**config.mk**
```make
export PLATFORM = sky130hd
export DESIGN_NAME = pfbr_reporter
export DESIGN_NICKNAME = d
export VERILOG_FILES = /design/src/pfbr_pkg.sv /design/src/pfbr_tick.sv /design/src/pfbr_reporter.sv
export VERILOG_INCLUDE_DIRS = /design/src
export SDC_FILE = /design/constraint.sdc
export NUM_CORES = 1
export LEC_CHECK = 0
export BUFFER_PORTS_ARGS = -buffer_cell sky130_fd_sc_hd__buf_2
export CAP_MARGIN = 30
export CORE_MARGIN = 2
export CORE_UTILIZATION = 39
export CTS_BUF_LIST = sky130_fd_sc_hd__clkbuf_4
export CTS_CLUSTER_SIZE = 20
export DETAILED_ROUTE_END_ITERATION = 10
export GPL_TIMING_DRIVEN = 0
export SYNTH_ARGS = -nofsm -noshare
export SYNTH_HDL_FRONTEND = slang
export SYNTH_SLANG_ARGS = --single-unit
```
**constraint.sdc**
```tcl
create_clock -name sys_clk -period 4.6 [get_ports sys_clk]
set_input_delay 0.92 -clock sys_clk [delete_from_list [all_inputs] [get_ports sys_clk]]
set_output_delay 0.92 -clock sys_clk [all_outputs]
set_load 0.03 [all_outputs]
```
**src/pfbr_regs.svh**
```systemverilog
// Timing figures, fault codes and frame layout for the power fault blink reporter.
// Assumes a 40 MHz sys_clk; only the millisecond cycle count below is derived from that rate.
//
// Functional notes
// - Fault shows as flashing white indicator
// - Frame opens with two seconds dark
// - Eight code bits follow, LSB first
// - One bit: lit for one second
// - Zero bit: lit for half second
// - Half second dark between code bits
// - E rail late after enable: 0x20
// - E rail drops while on: 0x21
// - E rail drops in wake-capable off: 0x22
// - E rail rises in soft-off: 0x23
// - B rail late after enable: 0x30
// - B rail drops while on: 0x31
// - B rail drops in low-power off: 0x32
// - B rail rises in soft-off: 0x33
// - P rail late after enable: 0x40
// - P rail drops while on: 0x41
// - P rail rises in soft-off: 0x43
`ifndef PFBR_REGS_SVH
`define PFBR_REGS_SVH

// ----------------------------------------------------------------
// Timebase
// ----------------------------------------------------------------
`define PFBR_CLK_HZ 40000000
`define PFBR_TICK_TIME_NS 1000000
`define PFBR_MS_CYCLES ((`PFBR_TICK_TIME_NS / 1000) * (`PFBR_CLK_HZ / 1000000))

// ----------------------------------------------------------------
// Durations in their own units
// ----------------------------------------------------------------
`define PFBR_RAIL_TIMEOUT_S 1
`define PFBR_START_S 2
`define PFBR_ONE_S 1
`define PFBR_ZERO_MS 500
`define PFBR_GAP_MS 500
`define PFBR_UNIT_MS 500

`define PFBR_RAIL_TIMEOUT_MS (`PFBR_RAIL_TIMEOUT_S * 1000)
`define PFBR_START_MS (`PFBR_START_S * 1000)
`define PFBR_ONE_MS (`PFBR_ONE_S * 1000)

// Durations in half-second units
`define PFBR_START_UNITS (3'(`PFBR_START_MS / `PFBR_UNIT_MS))
`define PFBR_ONE_UNITS (3'(`PFBR_ONE_MS / `PFBR_UNIT_MS))
`define PFBR_ZERO_UNITS (3'(`PFBR_ZERO_MS / `PFBR_UNIT_MS))
`define PFBR_GAP_UNITS (3'(`PFBR_GAP_MS / `PFBR_UNIT_MS))

// ----------------------------------------------------------------
// Frame layout
// ----------------------------------------------------------------
`define PFBR_LAST_BIT 3'h7

// ----------------------------------------------------------------
// Fault codes
// ----------------------------------------------------------------
`define PFBR_CODE_E_TIMEOUT 8'h20
`define PFBR_CODE_E_DROP_ON 8'h21
`define PFBR_CODE_E_DROP_OFF 8'h22
`define PFBR_CODE_E_RISE_S5 8'h23
`define PFBR_CODE_B_TIMEOUT 8'h30
`define PFBR_CODE_B_DROP_ON 8'h31
`define PFBR_CODE_B_DROP_OFF 8'h32
`define PFBR_CODE_B_RISE_S5 8'h33
`define PFBR_CODE_P_TIMEOUT 8'h40
`define PFBR_CODE_P_DROP_ON 8'h41
`define PFBR_CODE_P_RISE_S5 8'h43
`define PFBR_CODE_NONE 8'h00

// Rail positions in the synchroniser vector
`define PFBR_PIN_E 0
`define PFBR_PIN_B 1
`define PFBR_PIN_P 2
`define PFBR_PIN_EN 3

`endif

```
**src/pfbr_pkg.sv**
```systemverilog
// Types shared by the power fault blink reporter modules.
// Assumes nothing of its surroundings.
package pfbr_pkg;

  typedef logic [7:0] pfbr_code_type;

  typedef enum logic [1:0] {
    BL_IDLE,
    BL_START,
    BL_BIT,
    BL_GAP
  } pfbr_blink_type;

endpackage

```
**src/pfbr_tick.sv**
```systemverilog
// Free-running divider that emits a one-cycle pulse every LIMIT advances.
// Assumes advance and restart come from logic on sys_clk.
`timescale 1ns/1ps
`include "pfbr_regs.svh"

module pfbr_tick #(
  parameter int WIDTH = 16,
  parameter int LIMIT = 40000
) (
  input wire logic sys_clk,
  input wire logic reset_n,
  input wire logic restart,
  input wire logic advance,
  output logic pulse
);
  import pfbr_pkg::*;

  logic [WIDTH-1:0] count;
  wire atLimit = (count == WIDTH'(LIMIT - 1));

  always_ff @(posedge sys_clk) begin
    if (!reset_n || restart) begin
      count <= '0;
    end else if (advance) begin
      count <= atLimit ? '0 : count + WIDTH'(1);
    end
  end

  always_ff @(posedge sys_clk) begin
    if (!reset_n) begin
      pulse <= 1'b0;
    end else begin
      pulse <= advance && atLimit && !restart;
    end
  end
endmodule

```
**src/pfbr_reporter.sv**
```systemverilog
// Power fault monitor for three supply rails and the blink reporter on the
// white DC in / battery indicator.
// Assumes rail good pins and the rail enable request are asynchronous pins;
// power state flags and faultClear come from logic on sys_clk.
`timescale 1ns/1ps
`include "pfbr_regs.svh"

module pfbr_reporter #(
  parameter int MS_CYCLES = `PFBR_MS_CYCLES
) (
  input wire logic sys_clk,
  input wire logic reset_n,
  input wire logic eRailGood,
  input wire logic bRailGood,
  input wire logic pRailOk,
  input wire logic railEnableRequest,
  input wire logic powerOnState,
  input wire logic lowPowerOffState,
  input wire logic deeperLowPowerOffState,
  input wire logic softOffState,
  input wire logic faultClear,
  output logic indicatorWhite,
  output logic faultLatched,
  output pfbr_pkg::pfbr_code_type faultCode
);
  import pfbr_pkg::*;

  // ----------------------------------------------------------------
  // Pin synchronisers
  // ----------------------------------------------------------------
  logic [3:0] pinMeta;
  logic [3:0] pinSync;
  logic [3:0] pinLast;
  logic [2:0] syncFill;

  always_ff @(posedge sys_clk) begin
    if (!reset_n) begin
      pinMeta <= 4'h0;
      pinSync <= 4'h0;
      pinLast <= 4'h0;
      syncFill <= 3'h0;
    end else begin
      pinMeta <= {railEnableRequest, pRailOk, bRailGood, eRailGood};
      pinSync <= pinMeta;
      pinLast <= pinSync;
      syncFill <= {syncFill[1:0], 1'b1};
    end
  end

  // Edges stay quiet until pinLast holds a real sample, so a rail that is
  // already up at reset release is not taken for a rise
  wire edgesArmed = syncFill[2];

  wire eGood = pinSync[`PFBR_PIN_E];
  wire bGood = pinSync[`PFBR_PIN_B];
  wire pGood = pinSync[`PFBR_PIN_P];
  wire enReq = pinSync[`PFBR_PIN_EN];

  wire eFell = edgesArmed && pinLast[`PFBR_PIN_E] && !eGood;
  wire bFell = edgesArmed && pinLast[`PFBR_PIN_B] && !bGood;
  wire pFell = edgesArmed && pinLast[`PFBR_PIN_P] && !pGood;
  wire eRose = edgesArmed && !pinLast[`PFBR_PIN_E] && eGood;
  wire bRose = edgesArmed && !pinLast[`PFBR_PIN_B] && bGood;
  wire pRose = edgesArmed && !pinLast[`PFBR_PIN_P] && pGood;

  // ----------------------------------------------------------------
  // Timebase: millisecond tick and half-second unit tick
  // ----------------------------------------------------------------
  logic msTick;
  logic halfTick;
  logic stateMove;

  pfbr_tick #(
    .WIDTH(16),
    .LIMIT(MS_CYCLES)
  ) u_ms_tick (
    .sys_clk(sys_clk),
    .reset_n(reset_n),
    .restart(1'b0),
    .advance(1'b1),
    .pulse(msTick)
  );

  // Restarted on every state change so each period starts a full unit
  pfbr_tick #(
    .WIDTH(10),
    .LIMIT(`PFBR_UNIT_MS)
  ) u_half_tick (
    .sys_clk(sys_clk),
    .reset_n(reset_n),
    .restart(stateMove),
    .advance(msTick),
    .pulse(halfTick)
  );

  // ----------------------------------------------------------------
  // Power-on timeout
  // ----------------------------------------------------------------
  logic [10:0] railWaitMs;
  wire powerOnProcess = enReq && !powerOnState;
  // One extra tick so the limit is passed, not merely met
  wire [10:0] railWaitLimit = 11'(`PFBR_RAIL_TIMEOUT_MS + 1);
  wire railTimedOut = powerOnProcess && (railWaitMs == railWaitLimit);

  always_ff @(posedge sys_clk) begin
    if (!reset_n || !powerOnProcess) begin
      railWaitMs <= 11'h000;
    end else if (msTick && !railTimedOut) begin
      railWaitMs <= railWaitMs + 11'h001;
    end
  end

  // ----------------------------------------------------------------
  // Fault detection, E rail first, then B, then P
  // ----------------------------------------------------------------
  wire wakeOff = lowPowerOffState || deeperLowPowerOffState;
  wire eTimeout = railTimedOut && !eGood;
  wire eDropOn = powerOnState && eFell;
  wire eDropOff = wakeOff && eFell;
  wire eRiseS5 = softOffState && eRose;
  wire bTimeout = railTimedOut && !bGood;
  wire bDropOn = powerOnState && bFell;
  wire bDropOff = lowPowerOffState && bFell;
  wire bRiseS5 = softOffState && bRose;
  wire pTimeout = railTimedOut && !pGood;
  wire pDropOn = powerOnState && pFell;
  wire pRiseS5 = softOffState && pRose;

  wire faultSeen = eTimeout || eDropOn || eDropOff || eRiseS5 ||
                   bTimeout || bDropOn || bDropOff || bRiseS5 ||
                   pTimeout || pDropOn || pRiseS5;

  wire pfbr_code_type seenCode =
    eTimeout ? `PFBR_CODE_E_TIMEOUT :
    eDropOn  ? `PFBR_CODE_E_DROP_ON :
    eDropOff ? `PFBR_CODE_E_DROP_OFF :
    eRiseS5  ? `PFBR_CODE_E_RISE_S5 :
    bTimeout ? `PFBR_CODE_B_TIMEOUT :
    bDropOn  ? `PFBR_CODE_B_DROP_ON :
    bDropOff ? `PFBR_CODE_B_DROP_OFF :
    bRiseS5  ? `PFBR_CODE_B_RISE_S5 :
    pTimeout ? `PFBR_CODE_P_TIMEOUT :
    pDropOn  ? `PFBR_CODE_P_DROP_ON :
    pRiseS5  ? `PFBR_CODE_P_RISE_S5 :
               `PFBR_CODE_NONE;

  // First fault is kept; a new fault in the clear cycle wins over the clear
  wire takeFault = faultSeen && (!faultLatched || faultClear);
  // Clear that empties the latch; the indicator goes dark on the same edge
  wire dropFault = faultClear && !takeFault;

  always_ff @(posedge sys_clk) begin
    if (!reset_n) begin
      faultLatched <= 1'b0;
      faultCode <= `PFBR_CODE_NONE;
    end else if (takeFault) begin
      faultLatched <= 1'b1;
      faultCode <= seenCode;
    end else if (faultClear) begin
      faultLatched <= 1'b0;
      faultCode <= `PFBR_CODE_NONE;
    end
  end

  // ----------------------------------------------------------------
  // Blink frame sequencer
  // ----------------------------------------------------------------
  pfbr_blink_type state;
  pfbr_blink_type next_state;
  logic [2:0] unitCount;
  logic [2:0] bitIdx;

  wire currentBit = faultCode[bitIdx];
  wire [2:0] bitUnits = currentBit ? `PFBR_ONE_UNITS : `PFBR_ZERO_UNITS;
  wire [2:0] unitTarget = (state == BL_START) ? `PFBR_START_UNITS :
                          (state == BL_GAP) ? `PFBR_GAP_UNITS : bitUnits;
  wire unitDone = halfTick && (unitCount == unitTarget - 3'h1);
  wire lastBit = (bitIdx == `PFBR_LAST_BIT);

  always_comb begin
    next_state = state;
    case (state)
      BL_IDLE: begin
        if (faultLatched) begin
          next_state = BL_START;
        end
      end
      BL_START: begin
        if (unitDone) begin
          next_state = BL_BIT;
        end
      end
      BL_BIT: begin
        if (unitDone) begin
          next_state = lastBit ? BL_START : BL_GAP;
        end
      end
      BL_GAP: begin
        if (unitDone) begin
          next_state = BL_BIT;
        end
      end
      default: begin
        next_state = BL_IDLE;
      end
    endcase
    if (!faultLatched || dropFault) begin
      next_state = BL_IDLE;
    end
  end

  assign stateMove = (next_state != state);

  always_ff @(posedge sys_clk) begin
    if (!reset_n) begin
      state <= BL_IDLE;
      unitCount <= 3'h0;
    end else begin
      state <= next_state;
      unitCount <= stateMove ? 3'h0 : unitCount + {2'h0, halfTick};
    end
  end

  always_ff @(posedge sys_clk) begin
    if (!reset_n || next_state == BL_START) begin
      bitIdx <= 3'h0;
    end else if (state == BL_GAP && next_state == BL_BIT) begin
      bitIdx <= bitIdx + 3'h1;
    end
  end

  always_ff @(posedge sys_clk) begin
    if (!reset_n) begin
      indicatorWhite <= 1'b0;
    end else begin
      indicatorWhite <= (next_state == BL_BIT);
    end
  end

  // Millisecond counts of the current lit and dark stretches
  logic [11:0] litMs;
  logic [11:0] darkMs;
  logic shownBit;

  always_ff @(posedge sys_clk) begin
    if (!reset_n) begin
      litMs <= 12'h000;
      darkMs <= 12'h000;
      shownBit <= 1'b0;
    end else begin
      litMs <= indicatorWhite ? litMs + {11'h000, msTick} : 12'h000;
      darkMs <= indicatorWhite ? 12'h000 : darkMs + {11'h000, msTick};
      if (state == BL_BIT) begin
        shownBit <= currentBit;
      end
    end
  end

  // Quiet E and B rails, so a lower priority fault is the one taken
  wire eQuiet = !eFell && !eRose;
  wire bQuiet = !bFell && !bRose;
endmodule

```
== Word level (Yosys, flattened, before mapping) ==
Cells that the tools add are included.

* Input bits: 11
* Register bits: 71

* $add $sub $neg: 6
* Bitwise operators: 1
* Reductions and logical operators: 66
* Equal/unequal tests: 11
* Magnitude comparators: 1
* Muxes and demuxes: 28

{| class="wikitable"
|+ Operator list
! kind !! number
|-
| two-way mux 7 bit || 11
|-
| logical AND 1 bit || 32
|-
| adder 16 x 1 -> 16 bit, second input constant || 1
|-
| == test 16 bit, second input constant || 1
|-
| logical OR 1 bit || 16
|-
| two-way mux 8 bit || 2
|-
| two-way mux 2 bit || 7
|-
| logical NOT 1 bit || 13
|-
| adder 11 x 1 -> 11 bit, second input constant || 1
|-
| == test 11 x 10 -> 1 bit, second input constant || 1
|-
| adder 10 x 1 -> 10 bit, second input constant || 1
|-
| == test 10 x 9 -> 1 bit, second input constant || 1
|-
| two-way mux 10 bit || 1
|-
| == test 2 bit, second input constant || 3
|-
| one-hot mux 2 bit (3 select lines) || 1
|-
| OR reduction 2 bit || 3
|-
| == test 2 x 1 -> 1 bit, second input constant || 2
|-
| less-than comparator 3 x 4 -> 1 bit, second input constant || 1
|-
| two-way mux 1 bit || 4
|-
| adder 3 x 1 -> 3 bit || 1
|-
| adder 3 x 1 -> 3 bit, second input constant || 1
|-
| binary-select mux 1 bit (select 3 bit) || 1
|-
| == test 3 bit || 1
|-
| == test 3 bit, second input constant || 1
|-
| 6 further kinds || 6
|}

== Longest topological paths before layout ==
Gate-level depths: netlist (run 1).

* Depth in word-level cells: 22
* Gate-level depth with buffers: 12
* Depth with buffers taken out: 11

== Modules after synthesis ==
From an unflattened synthesis (run 1), not the netlist that was laid out.

* Cells, all modules: 386
* Area, all modules: 3538.4 um^2

{| class="wikitable"
|+ By module, submodules not included
! module !! area an instance (um^2) !! cells an instance !! sequential area each (um^2) !! times used
|-
| pfbr_reporter || 2212.1 || 245 || 800.8 || 1
|-
| pfbr_tick (u_ms_tick) || 823.3 || 87 || 340.3 || 1
|-
| pfbr_tick (u_half_tick) || 503.0 || 54 || 220.2 || 1
|}

== Worst setup path before layout (run 1) ==
No wires, ideal clock.

* Kind: flip-flop to flip-flop
* Start point: register faultCode[1]
* End point: register u_half_tick.count[1]
* Library setup time: 132 ps
* Data required time: 4468 ps
* Buffers on the path: 1
* Data arrival time: 2729 ps
* Cell stages (with the launch flop): 13
* Path slack: 1739 ps
* Clock period less this slack: 2861 ps
* Cell sequence: dfxtp_1 -> mux2i_1 -> o32a_1 -> a21oi_2 -> inv_1 -> ha_1 -> xor2_1 -> nand2_1 -> nor3b_1 -> a21boi_4 -> a31oi_4 -> buf_6 -> nor3_2

* Word-level cells in the longest chain between the ends: 13

{| class="wikitable"
|+ Ends and longest elaborated chain
! what !! line !! source
|-
| from (decl) || pfbr_reporter.sv:24 || <nowiki>output pfbr_pkg::pfbr_code_type faultCode</nowiki>
|-
| from (signal assigned) || pfbr_reporter.sv:155 || <nowiki>faultCode <= `PFBR_CODE_NONE;</nowiki>
|-
| from (signal assigned) || pfbr_reporter.sv:158 || <nowiki>faultCode <= seenCode;</nowiki>
|-
| from (signal assigned) || pfbr_reporter.sv:161 || <nowiki>faultCode <= `PFBR_CODE_NONE;</nowiki>
|-
| binary-select mux 1 bit (select 3 bit) (*) || pfbr_reporter.sv:173 || <nowiki>wire currentBit = faultCode[bitIdx];</nowiki>
|-
| two-way mux 1 bit (implied by the code) (*) || pfbr_reporter.sv:173 ||
|-
| two-way mux 2 bit (no line) (*) || - ||
|-
| two-way mux 2 bit (*) || pfbr_reporter.sv:176 || <nowiki>(state == BL_GAP) ? `PFBR_GAP_UNITS : bitUnits;</nowiki>
|-
| two-way mux 3 bit (*) || pfbr_reporter.sv:175 || <nowiki>wire [2:0] unitTarget = (state == BL_START) ? `PFBR_START_UNITS :</nowiki>
|-
| subtractor 3 x 1 -> 3 bit (*) || pfbr_reporter.sv:177 || <nowiki>wire unitDone = halfTick && (unitCount == unitTarget - 3'h1);</nowiki>
|-
| == test 3 bit (*) || pfbr_reporter.sv:177 ||
|-
| logical AND 1 bit (*) || pfbr_reporter.sv:177 ||
|-
| two-way mux 2 bit (on tied branches) || pfbr_reporter.sv:189, pfbr_reporter.sv:199, pfbr_reporter.sv:194 ||
|-
| one-hot mux 2 bit (3 select lines) (*) || pfbr_reporter.sv:182 || <nowiki>case (state)</nowiki>
|-
| two-way mux 2 bit (*) || pfbr_reporter.sv:207 || <nowiki>if (!faultLatched || dropFault) begin</nowiki>
|-
| inequality test 2 bit (*) || pfbr_reporter.sv:212 || <nowiki>assign stateMove = (next_state != state);</nowiki>
|-
| logical OR 1 bit (*) || pfbr_tick.sv:22 || <nowiki>if (!reset_n || restart) begin</nowiki>
|-
| to (signal assigned) || pfbr_tick.sv:25 || <nowiki>count <= atLimit ? '0 : count + WIDTH'(1);</nowiki>
|-
| to (decl) || pfbr_tick.sv:18 || <nowiki>logic [WIDTH-1:0] count;</nowiki>
|}

Mark *: on every way between the ends. The rest lies on a longest branch, timed or not. The select of a mux whose other input is x is not followed.
A chain may end at the register's enable or synchronous reset.

== Final worst setup path (run 1) ==
* Start point: register bitIdx[0]
* End point: register bitIdx[0]

* Word-level cells in the longest chain between the ends: 13

{| class="wikitable"
|+ Ends and longest elaborated chain
! what !! line !! source
|-
| from (decl) || pfbr_reporter.sv:171 || <nowiki>logic [2:0] bitIdx;</nowiki>
|-
| from (signal assigned) || pfbr_reporter.sv:228 || <nowiki>bitIdx <= bitIdx + 3'h1;</nowiki>
|-
| binary-select mux 1 bit (select 3 bit) || pfbr_reporter.sv:173 ||
|-
| two-way mux 1 bit (implied by the code) || pfbr_reporter.sv:173 ||
|-
| two-way mux 2 bit (no line) || - ||
|-
| two-way mux 2 bit || pfbr_reporter.sv:176 ||
|-
| two-way mux 3 bit || pfbr_reporter.sv:175 ||
|-
| subtractor 3 x 1 -> 3 bit || pfbr_reporter.sv:177 ||
|-
| == test 3 bit || pfbr_reporter.sv:177 ||
|-
| logical AND 1 bit || pfbr_reporter.sv:177 ||
|-
| two-way mux 2 bit (on tied branches) || pfbr_reporter.sv:189, pfbr_reporter.sv:199, pfbr_reporter.sv:194 ||
|-
| one-hot mux 2 bit (3 select lines) || pfbr_reporter.sv:182 ||
|-
| two-way mux 2 bit || pfbr_reporter.sv:207 ||
|-
| == test 2 bit or == test 2 x 1 -> 1 bit (tied branches) || pfbr_reporter.sv:227, pfbr_reporter.sv:225 ||
|-
| logical AND 1 bit or logical OR 1 bit (tied branches) || pfbr_reporter.sv:227, pfbr_reporter.sv:225 ||
|}

Parallel ways exist; a longest one is shown, timed or not. The select of a mux whose other input is x is not followed.

==> results of run 1 <==
## layout by cell type, fill, tap and decap left out, drive strengths merged, types with 4 or more instances in the layout
cell	synthesis	final
xor2	22	22
clkinv	0	4
or3	4	4
nor3	16	16
and2	13	13
nand2b	5	5
nand3	17	17
nand2	33	33
clkbuf	6	16
and3	6	6
ha	9	9
xnor2	14	14
o21ai	9	9
dfxtp	68	68
nand3b	6	6
nor3b	5	5
a21oi	10	10
buf	7	24
mux2i	6	6
nand4	11	11
nor2	48	48
inv	9	9
## power groups by stage
| stage | logic, mW | clock network [mW] | registers (mW) |
|---|---|---|---|
| global placement | 0.0459 | 0 | 0.617 |
| CTS | 0.0467 | 0.395 | 0.603 |
| floorplan | 0.0312 | 0 | 0.616 |
| finish | 0.0461 | 0.375 | 0.603 |
| global route | 0.0517 | 0.420 | 0.605 |
| detailed placement | 0.0465 | 0 | 0.617 |
## critical path, cell delays in order, from the launching register on
cell and delay [ns]:
dfxtp_1 0.46, mux2i_1 0.13, o32a_1 0.35, a21oi_2 0.28, inv_1 0.09, ha_1 0.29, xor2_1 0.22, nand2_1 0.15
nor3b_1 0.37, a21boi_4 0.14, a221oi_2 0.46, nor3_1 0.10
## layer usage
layer	up-vias	part of all wire (%)	global-route usage (%)	wire length [µm]
met3	8	4.6	4.93	286
li1	1334	-	-	-
met5	-	0	0	0
met4	0	1.3	5.24	80
met1	1214	47	17.6	2970
met2	41	47	25.3	2950
## sequential cells by signal, indices dropped and copies added (netlist names)
register           count
u_ms_tick.count       16
railWaitMs            11
u_half_tick.count     10
faultCode              5
pinMeta                4
pinSync                4
bitIdx                 3
pinLast                3
syncFill               3
unitCount              3
state                  2
faultLatched           1
indicatorWhite         1
u_half_tick.pulse      1
u_ms_tick.pulse        1
## layout make-up
| cell class | instances | area [µm²] |
|---|---|---|
| Inverter | 9 | 33.8 |
| Tap cell | 105 | 131 |
| Buffer | 13 | 70.1 |
| Timing Repair Buffer | 17 | 85.1 |
| Sequential cell | 68 | 1360 |
| Fill cell | 833 | 4550 |
| Clock buffer | 10 | 75.1 |
| Clock inverter | 6 | 55.1 |
| Multi-Input combinational cell | 280 | 1860 |
## through the flow
step                      instances  power (mW)
after global placement          492       0.663
after global routing            508        1.08
after floorplan                 370       0.647
after CTS                       508        1.05
final                           508        1.02
after detailed placement        492       0.663
## cells by family after synthesis
group | after synthesis | share of synthesized area, %
AOI/OAI and AO/OA | 44 | 11.5
xor gates and xnor gates | 36 | 9.51
adders and majority gates | 9 | 3.40
buffers and inverters | 22 | 3.13
DFF | 68 | 41.0
muxes | 6 | 1.81
other | 1 | 0.113
and+or+nand+nor | 182 | 29.5
## final timing paths
kind | start | end | slack, ns
max | bitIdx[0] | bitIdx[0] | 1.45
min | pinMeta[0] | pinSync[0] | 0.44
max reg2reg | bitIdx[0] | bitIdx[0] | 1.45
min reg2reg | pinMeta[0] | pinSync[0] | 0.44
==> out/metrics.csv, run 1 <==
stage;metric;value;unit
worst_setup_path;crit_required;4.89;ns
timing;setup-tns-final;0;ns
timing;hold_viol_final;0;
power;switching_power;0.244;mW
floorplanning;die_area;9260;µm²
yosys;synth_cell_types;61;
worst_setup_path;end_kind;register;
timing;holdWs;0.441;ns
floorplanning;die_w;96.2;µm
routing;wirelength;6.28;mm
grt;grt_max_degree;12;
timing;fin_ws;1.45;ns
yosys;yosys-top-cells-area;dfxtp_1, xor2_1, nor2_1;
floorplanning;fp.dieH;96.2;µm
grt;grt_pass1_vias;2389;
worst_hold_path;worstHoldPathCells;1;
grt;grt_pass1_wl;10.7;mm
floorplanning;start_util;40.4;%
clocking;h-tree-depth;3;
clocking;cts_inserted_buffers;9;
worst_hold_path;min_path_type;register to register;
power;p_int;0.781;mW
timing;period_needed;3.15;ns
yosys;yosysWarnings;0;
floorplanning;std_cell_rows;33;
clocking;clk_transition_reported_paths;0.12;ns
worst_setup_path;crit_type;register to register;
worst_setup_path;crit_fanout;5;
yosys;ys_seq_area_share;41.0;%
placement;globalplace.congestion;0.787;
placement;hpwl;4.47;mm
clocking;clock_sinks;68;
grt;grt_overflow;0;
clocking;cts_setup_buffers;0;
power;clkPwrFrac;36.6;%
power;irDropWorstVdd;0.113;mV
grt;antenna_found_initial;0;
clocking;cts_tree;yes;
clocking;clk_latency;0.41;ns
yosys;synth_seq_cells;68;
yosys;synth_largest_area_cell;dfxtp_1;
flow_run;drv_cap;0;
worst_setup_path;cp.arrival;3.43;ns
placement;io_buffers;17;
timing;finalMaxSlewViolations;0;
power;sw_frac_of_total;23.8;%
finish;post-route-util;44.7;%
routing;vias;2597;
routing;wire_per_inst;12.4;µm
clocking;clock_path_buffers;2;
clocking;cts-root-buf;clkbuf_4;
run_status;run_status;finished clean;
placement;pre_cts_slack;1.49;ns
power;p_leak;1.38;nW
finish;finalInstanceArea;3670;µm²
yosys;syn_avg_cell_area;9.01;µm²
timing;grt_setup_unrepaired;no;
yosys;synth_cells;368;
timing;final.period_utilization;68.4;%
power;seqPwrFrac;58.9;%
timing;fmax;0.318;GHz
timing;maxSlewHeadroom;57.7;%
placement;dpl_cell_area;3540;µm²
yosys;synth_top_cell_area_share;41.0;%
yosys;ys.flop_type;dfxtp_1;
yosys;synthTopCellsByCount;dfxtp_1, nor2_1, nand2_1, xor2_1, nand3_1;
yosys;synth_edf_count;0;
yosys;yosys.cell_count.top_type;dfxtp_1;
routing;drc;0;
yosys;netlist_area;3320;µm²
finish;area_growth;10.7;%
routing;vias_per_cell;5.11;
grt;track_usage;14.9;%
power;power_density;279;nW/µm²
routing;first_iter_violations;94;
finish;antenna_cells;0;
routing;first_pass_iters;4;
floorplanning;io_pins;21;
floorplanning;core;8220;µm²
power;share_comb_of_total_power;4.5;%
timing;tightest_slew;0.634;ns
clocking;ctsHoldBuffers;0;
finish;fin_nets;418;
finish;drive_gt1_share;14.1;%
worst_setup_path;rr_worst_depth;11;
clocking;post_cts_resized;0;
worst_setup_path;setup.worst_path.start_class;register;
timing;setup-violations-final;0;
yosys;postSynth.asyncResetShare;0;%
timing;finClkSkew;0.0156;ns
routing;antenna_left;0;
(Power assumes the default switching activity.)
==> inputs of run 2 (changes only) <==
- clock period: 4.6 -> 3.2 ns (I/O delays scaled with it)
==> run 2 against run 1 <==
Critical path depth unchanged. Setup slack got worse by 1.2 ns. Clock power increased by 44%. Largest cell class unchanged.
==> out/metrics.csv, run 2 (synthesized netlist as in run 1, its figures left out) <==
stage;metric;value;unit;change
run_status;run_status;finished clean;;unchanged
worst_setup_path;end_kind;register;;unchanged
placement;globalplace.congestion;0.787;;unchanged
worst_hold_path;hp-start;reset_n;;was pinMeta[0]
clocking;cts-root-buf;clkbuf_4;;unchanged
placement;pre_cts_slack;0.0874;ns;was 1.49 ns
power;seqPwrFrac;58.8;%;was 58.9%
timing;final.period_utilization;93.0;%;was 68.4%
floorplanning;io_pins;21;;unchanged
finish;area_growth;11.2;%;was 10.7%
finish;instances_no_fill;508;;unchanged
routing;vias_per_cell;5.10;;was 5.11
floorplanning;core;8220;µm²;unchanged
grt;antenna_found_initial;0;;unchanged
grt;grt_pass1_wl;10.7;mm;unchanged
routing;wirelength;6.30;mm;was 6.28 mm
routing;met3WireLength;287;µm;was 286 µm
routing;routed.top_layer;met4;;unchanged
timing;fin_ws;0.223;ns;was 1.45 ns
worst_hold_path;worstHoldPathCells;1;;unchanged
floorplanning;die_area;9260;µm²;unchanged
worst_setup_path;setup.worst_path.start_class;register;;unchanged
power;p_leak;1.38;nW;about the same
finish;antenna_cells;0;;unchanged
routing;first_iter_violations;93;;was 94
power;share_comb_of_total_power;4.5;%;about the same
worst_setup_path;crit_required;3.49;ns;was 4.89 ns
routing;vias;2593;;was 2,597
clocking;cts_inserted_buffers;9;;unchanged
clocking;clock_sinks;68;;unchanged
clocking;clk_transition_reported_paths;0.11;ns;was 0.12 ns
routing;wire_per_inst;12.4;µm;about the same
finish;fin_nets;418;;unchanged
timing;holdWs;0.417;ns;was 0.441 ns
routing;drc;0;;unchanged
power;p_int;1.12;mW;was 0.781 mW
timing;period_needed;2.98;ns;was 3.15 ns
placement;hpwl;4.47;mm;unchanged
clocking;clk_latency;0.41;ns;about the same
worst_hold_path;hold_end;syncFill[0];;was pinSync[0]
timing;tightest_slew;0.626;ns;was 0.634 ns
worst_setup_path;crit_type;register to register;;unchanged
floorplanning;std_cell_rows;33;;unchanged
grt;grt_overflow;0;;unchanged
power;sw_frac_of_total;23.8;%;about the same
clocking;clock_path_buffers;2;;unchanged
power;power.total;1.47;mW;was 1.02 mW
flow_run;drv_cap;0;;unchanged
finish;drive_gt1_share;15.1;%;was 14.1%
worst_setup_path;r2r-start;bitIdx[0];;unchanged
worst_setup_path;regToRegEndpoint;bitIdx[0];;unchanged
floorplanning;fp.dieH;96.2;µm;unchanged
grt;track_usage;14.9;%;unchanged
power;irDropWorstVdd;0.163;mV;was 0.113 mV
clocking;h-tree-depth;3;;unchanged
finish;fillers;831;;was 833
finish;largest_reg_flops;16;;unchanged
routing;first_pass_iters;4;;unchanged
finish;final_common_cell;dfxtp_1;;unchanged
routing;antenna_left;0;;unchanged
power;clkPwrFrac;36.7;%;was 36.6%
routing;wl_met1;2.98;mm;was 2.97 mm
finish;mostFrequentLayoutCells;dfxtp_1, nor2_1, nand2_1;;unchanged
worst_setup_path;crit_fanout;5;;unchanged
power;power_density;399;nW/µm²;was 279 nW/µm²
worst_setup_path;cp.arrival;3.27;ns;was 3.43 ns
timing;maxSlewHeadroom;58.3;%;was 57.7%
timing;finClkSkew;0.0156;ns;about the same
grt;grt_max_degree;12;;unchanged
floorplanning;start_util;40.4;%;unchanged
timing;setup-violations-final;0;;unchanged
finish;top_register;u_ms_tick.count;;unchanged
timing;setup-tns-final;0;ns;unchanged
placement;io_buffers;17;;unchanged
timing;grt_setup_unrepaired;no;;unchanged
finish;reg_top3;u_ms_tick.count: 16 flops, railWaitMs: 11 flops, u_half_tick.count: 10 flops;;unchanged
power;switching_power;0.351;mW;was 0.244 mW
worst_setup_path;r2r_slack;0.22;ns;was 1.45 ns
worst_hold_path;min_path_type;input pin to register;;was register to register
timing;finalMaxSlewViolations;0;;unchanged
worst_setup_path;rr_worst_depth;11;;unchanged
timing;fmax;0.336;GHz;was 0.318 GHz
floorplanning;die_w;96.2;µm;unchanged
clocking;cts_tree;yes;;unchanged
grt;grt_pass1_vias;2389;;unchanged
placement;dp.cells;492;;unchanged
routing;wl_met2;2.96;mm;was 2.95 mm
timing;hold_viol_final;0;;unchanged
[run 2: per-stage QoR]
step	util (%)	cell area, µm²
2_1_floorplan	-	3320
6_report	44.9	3690
3_3_place_gp	43.1	3540
3_5_place_dp	43.1	3540
5_1_grt	44.9	3690
4_1_cts	44.7	3670
[run 2: worst max path at each step]
stage	from	endpoint	slack (ns)	cells past startpoint
global route	bitIdx[0]	u_half_tick.count[3]	0.03	12
detailed placement	bitIdx[0]	u_half_tick.count[3]	0.09	12
CTS	bitIdx[0]	u_half_tick.count[1]	0.07	12
global placement	bitIdx[0]	u_half_tick.count[3]	0.20	12
finish	bitIdx[0]	bitIdx[0]	0.22	11
floorplan	faultCode[1]	u_half_tick.count[1]	0.34	12
[run 2: area by class of cell]
| class | count | area (µm²) | share of cell area, % |
|---|---|---|---|
| Timing Repair Buffer | 17 | 85.1 | 2.31 |
| Clock inverter | 6 | 55.1 | 1.49 |
| Buffer | 13 | 70.1 | 1.90 |
| Clock buffer | 10 | 75.1 | 2.04 |
| Tap cell | 105 | 131 | 3.56 |
| Multi-Input combinational cell | 280 | 1880 | 50.8 |
| Inverter | 9 | 33.8 | 0.916 |
| Sequential cell | 68 | 1360 | 36.9 |
[run 2: power groups by stage]
stage                     combinational, mW  sequential, mW  clock [mW]
after floorplan                      0.0448           0.885           0
after global placement               0.0660           0.886           0
after detailed placement             0.0669           0.886           0
after CTS                            0.0671           0.867       0.568
after global routing                 0.0744           0.869       0.604
final                                0.0663           0.867       0.540
[run 2: routing by layer]
layer,vias to the layer above,global-route usage [%]
li1,1333,-
met1,1213,17.6
met2,39,25.3
met3,8,4.93
met4,0,5.24
met5,-,0
[run 2: worst max-delay path: stages, from the launching register on]
cell      delay (ns)
dfxtp_2         0.40
mux2i_1         0.10
o32a_1          0.35
a21oi_2         0.27
inv_1           0.09
ha_1            0.29
xor2_1          0.22
nand3_1         0.18
nand4b_1        0.23
a21boi_4        0.18
a221oi_2        0.45
nor3_1          0.09
[run 2: repair_timing]
| action | CTS | global route |
|---|---|---|
| endpoints found under the hold margin | 0 | 0 |
| hold buffers | 0 | 0 |
| endpoints found under the setup margin | 0 | 14 |
| buffers inserted | 0 | 0 |
| gates resized for setup | 0 | 4 |
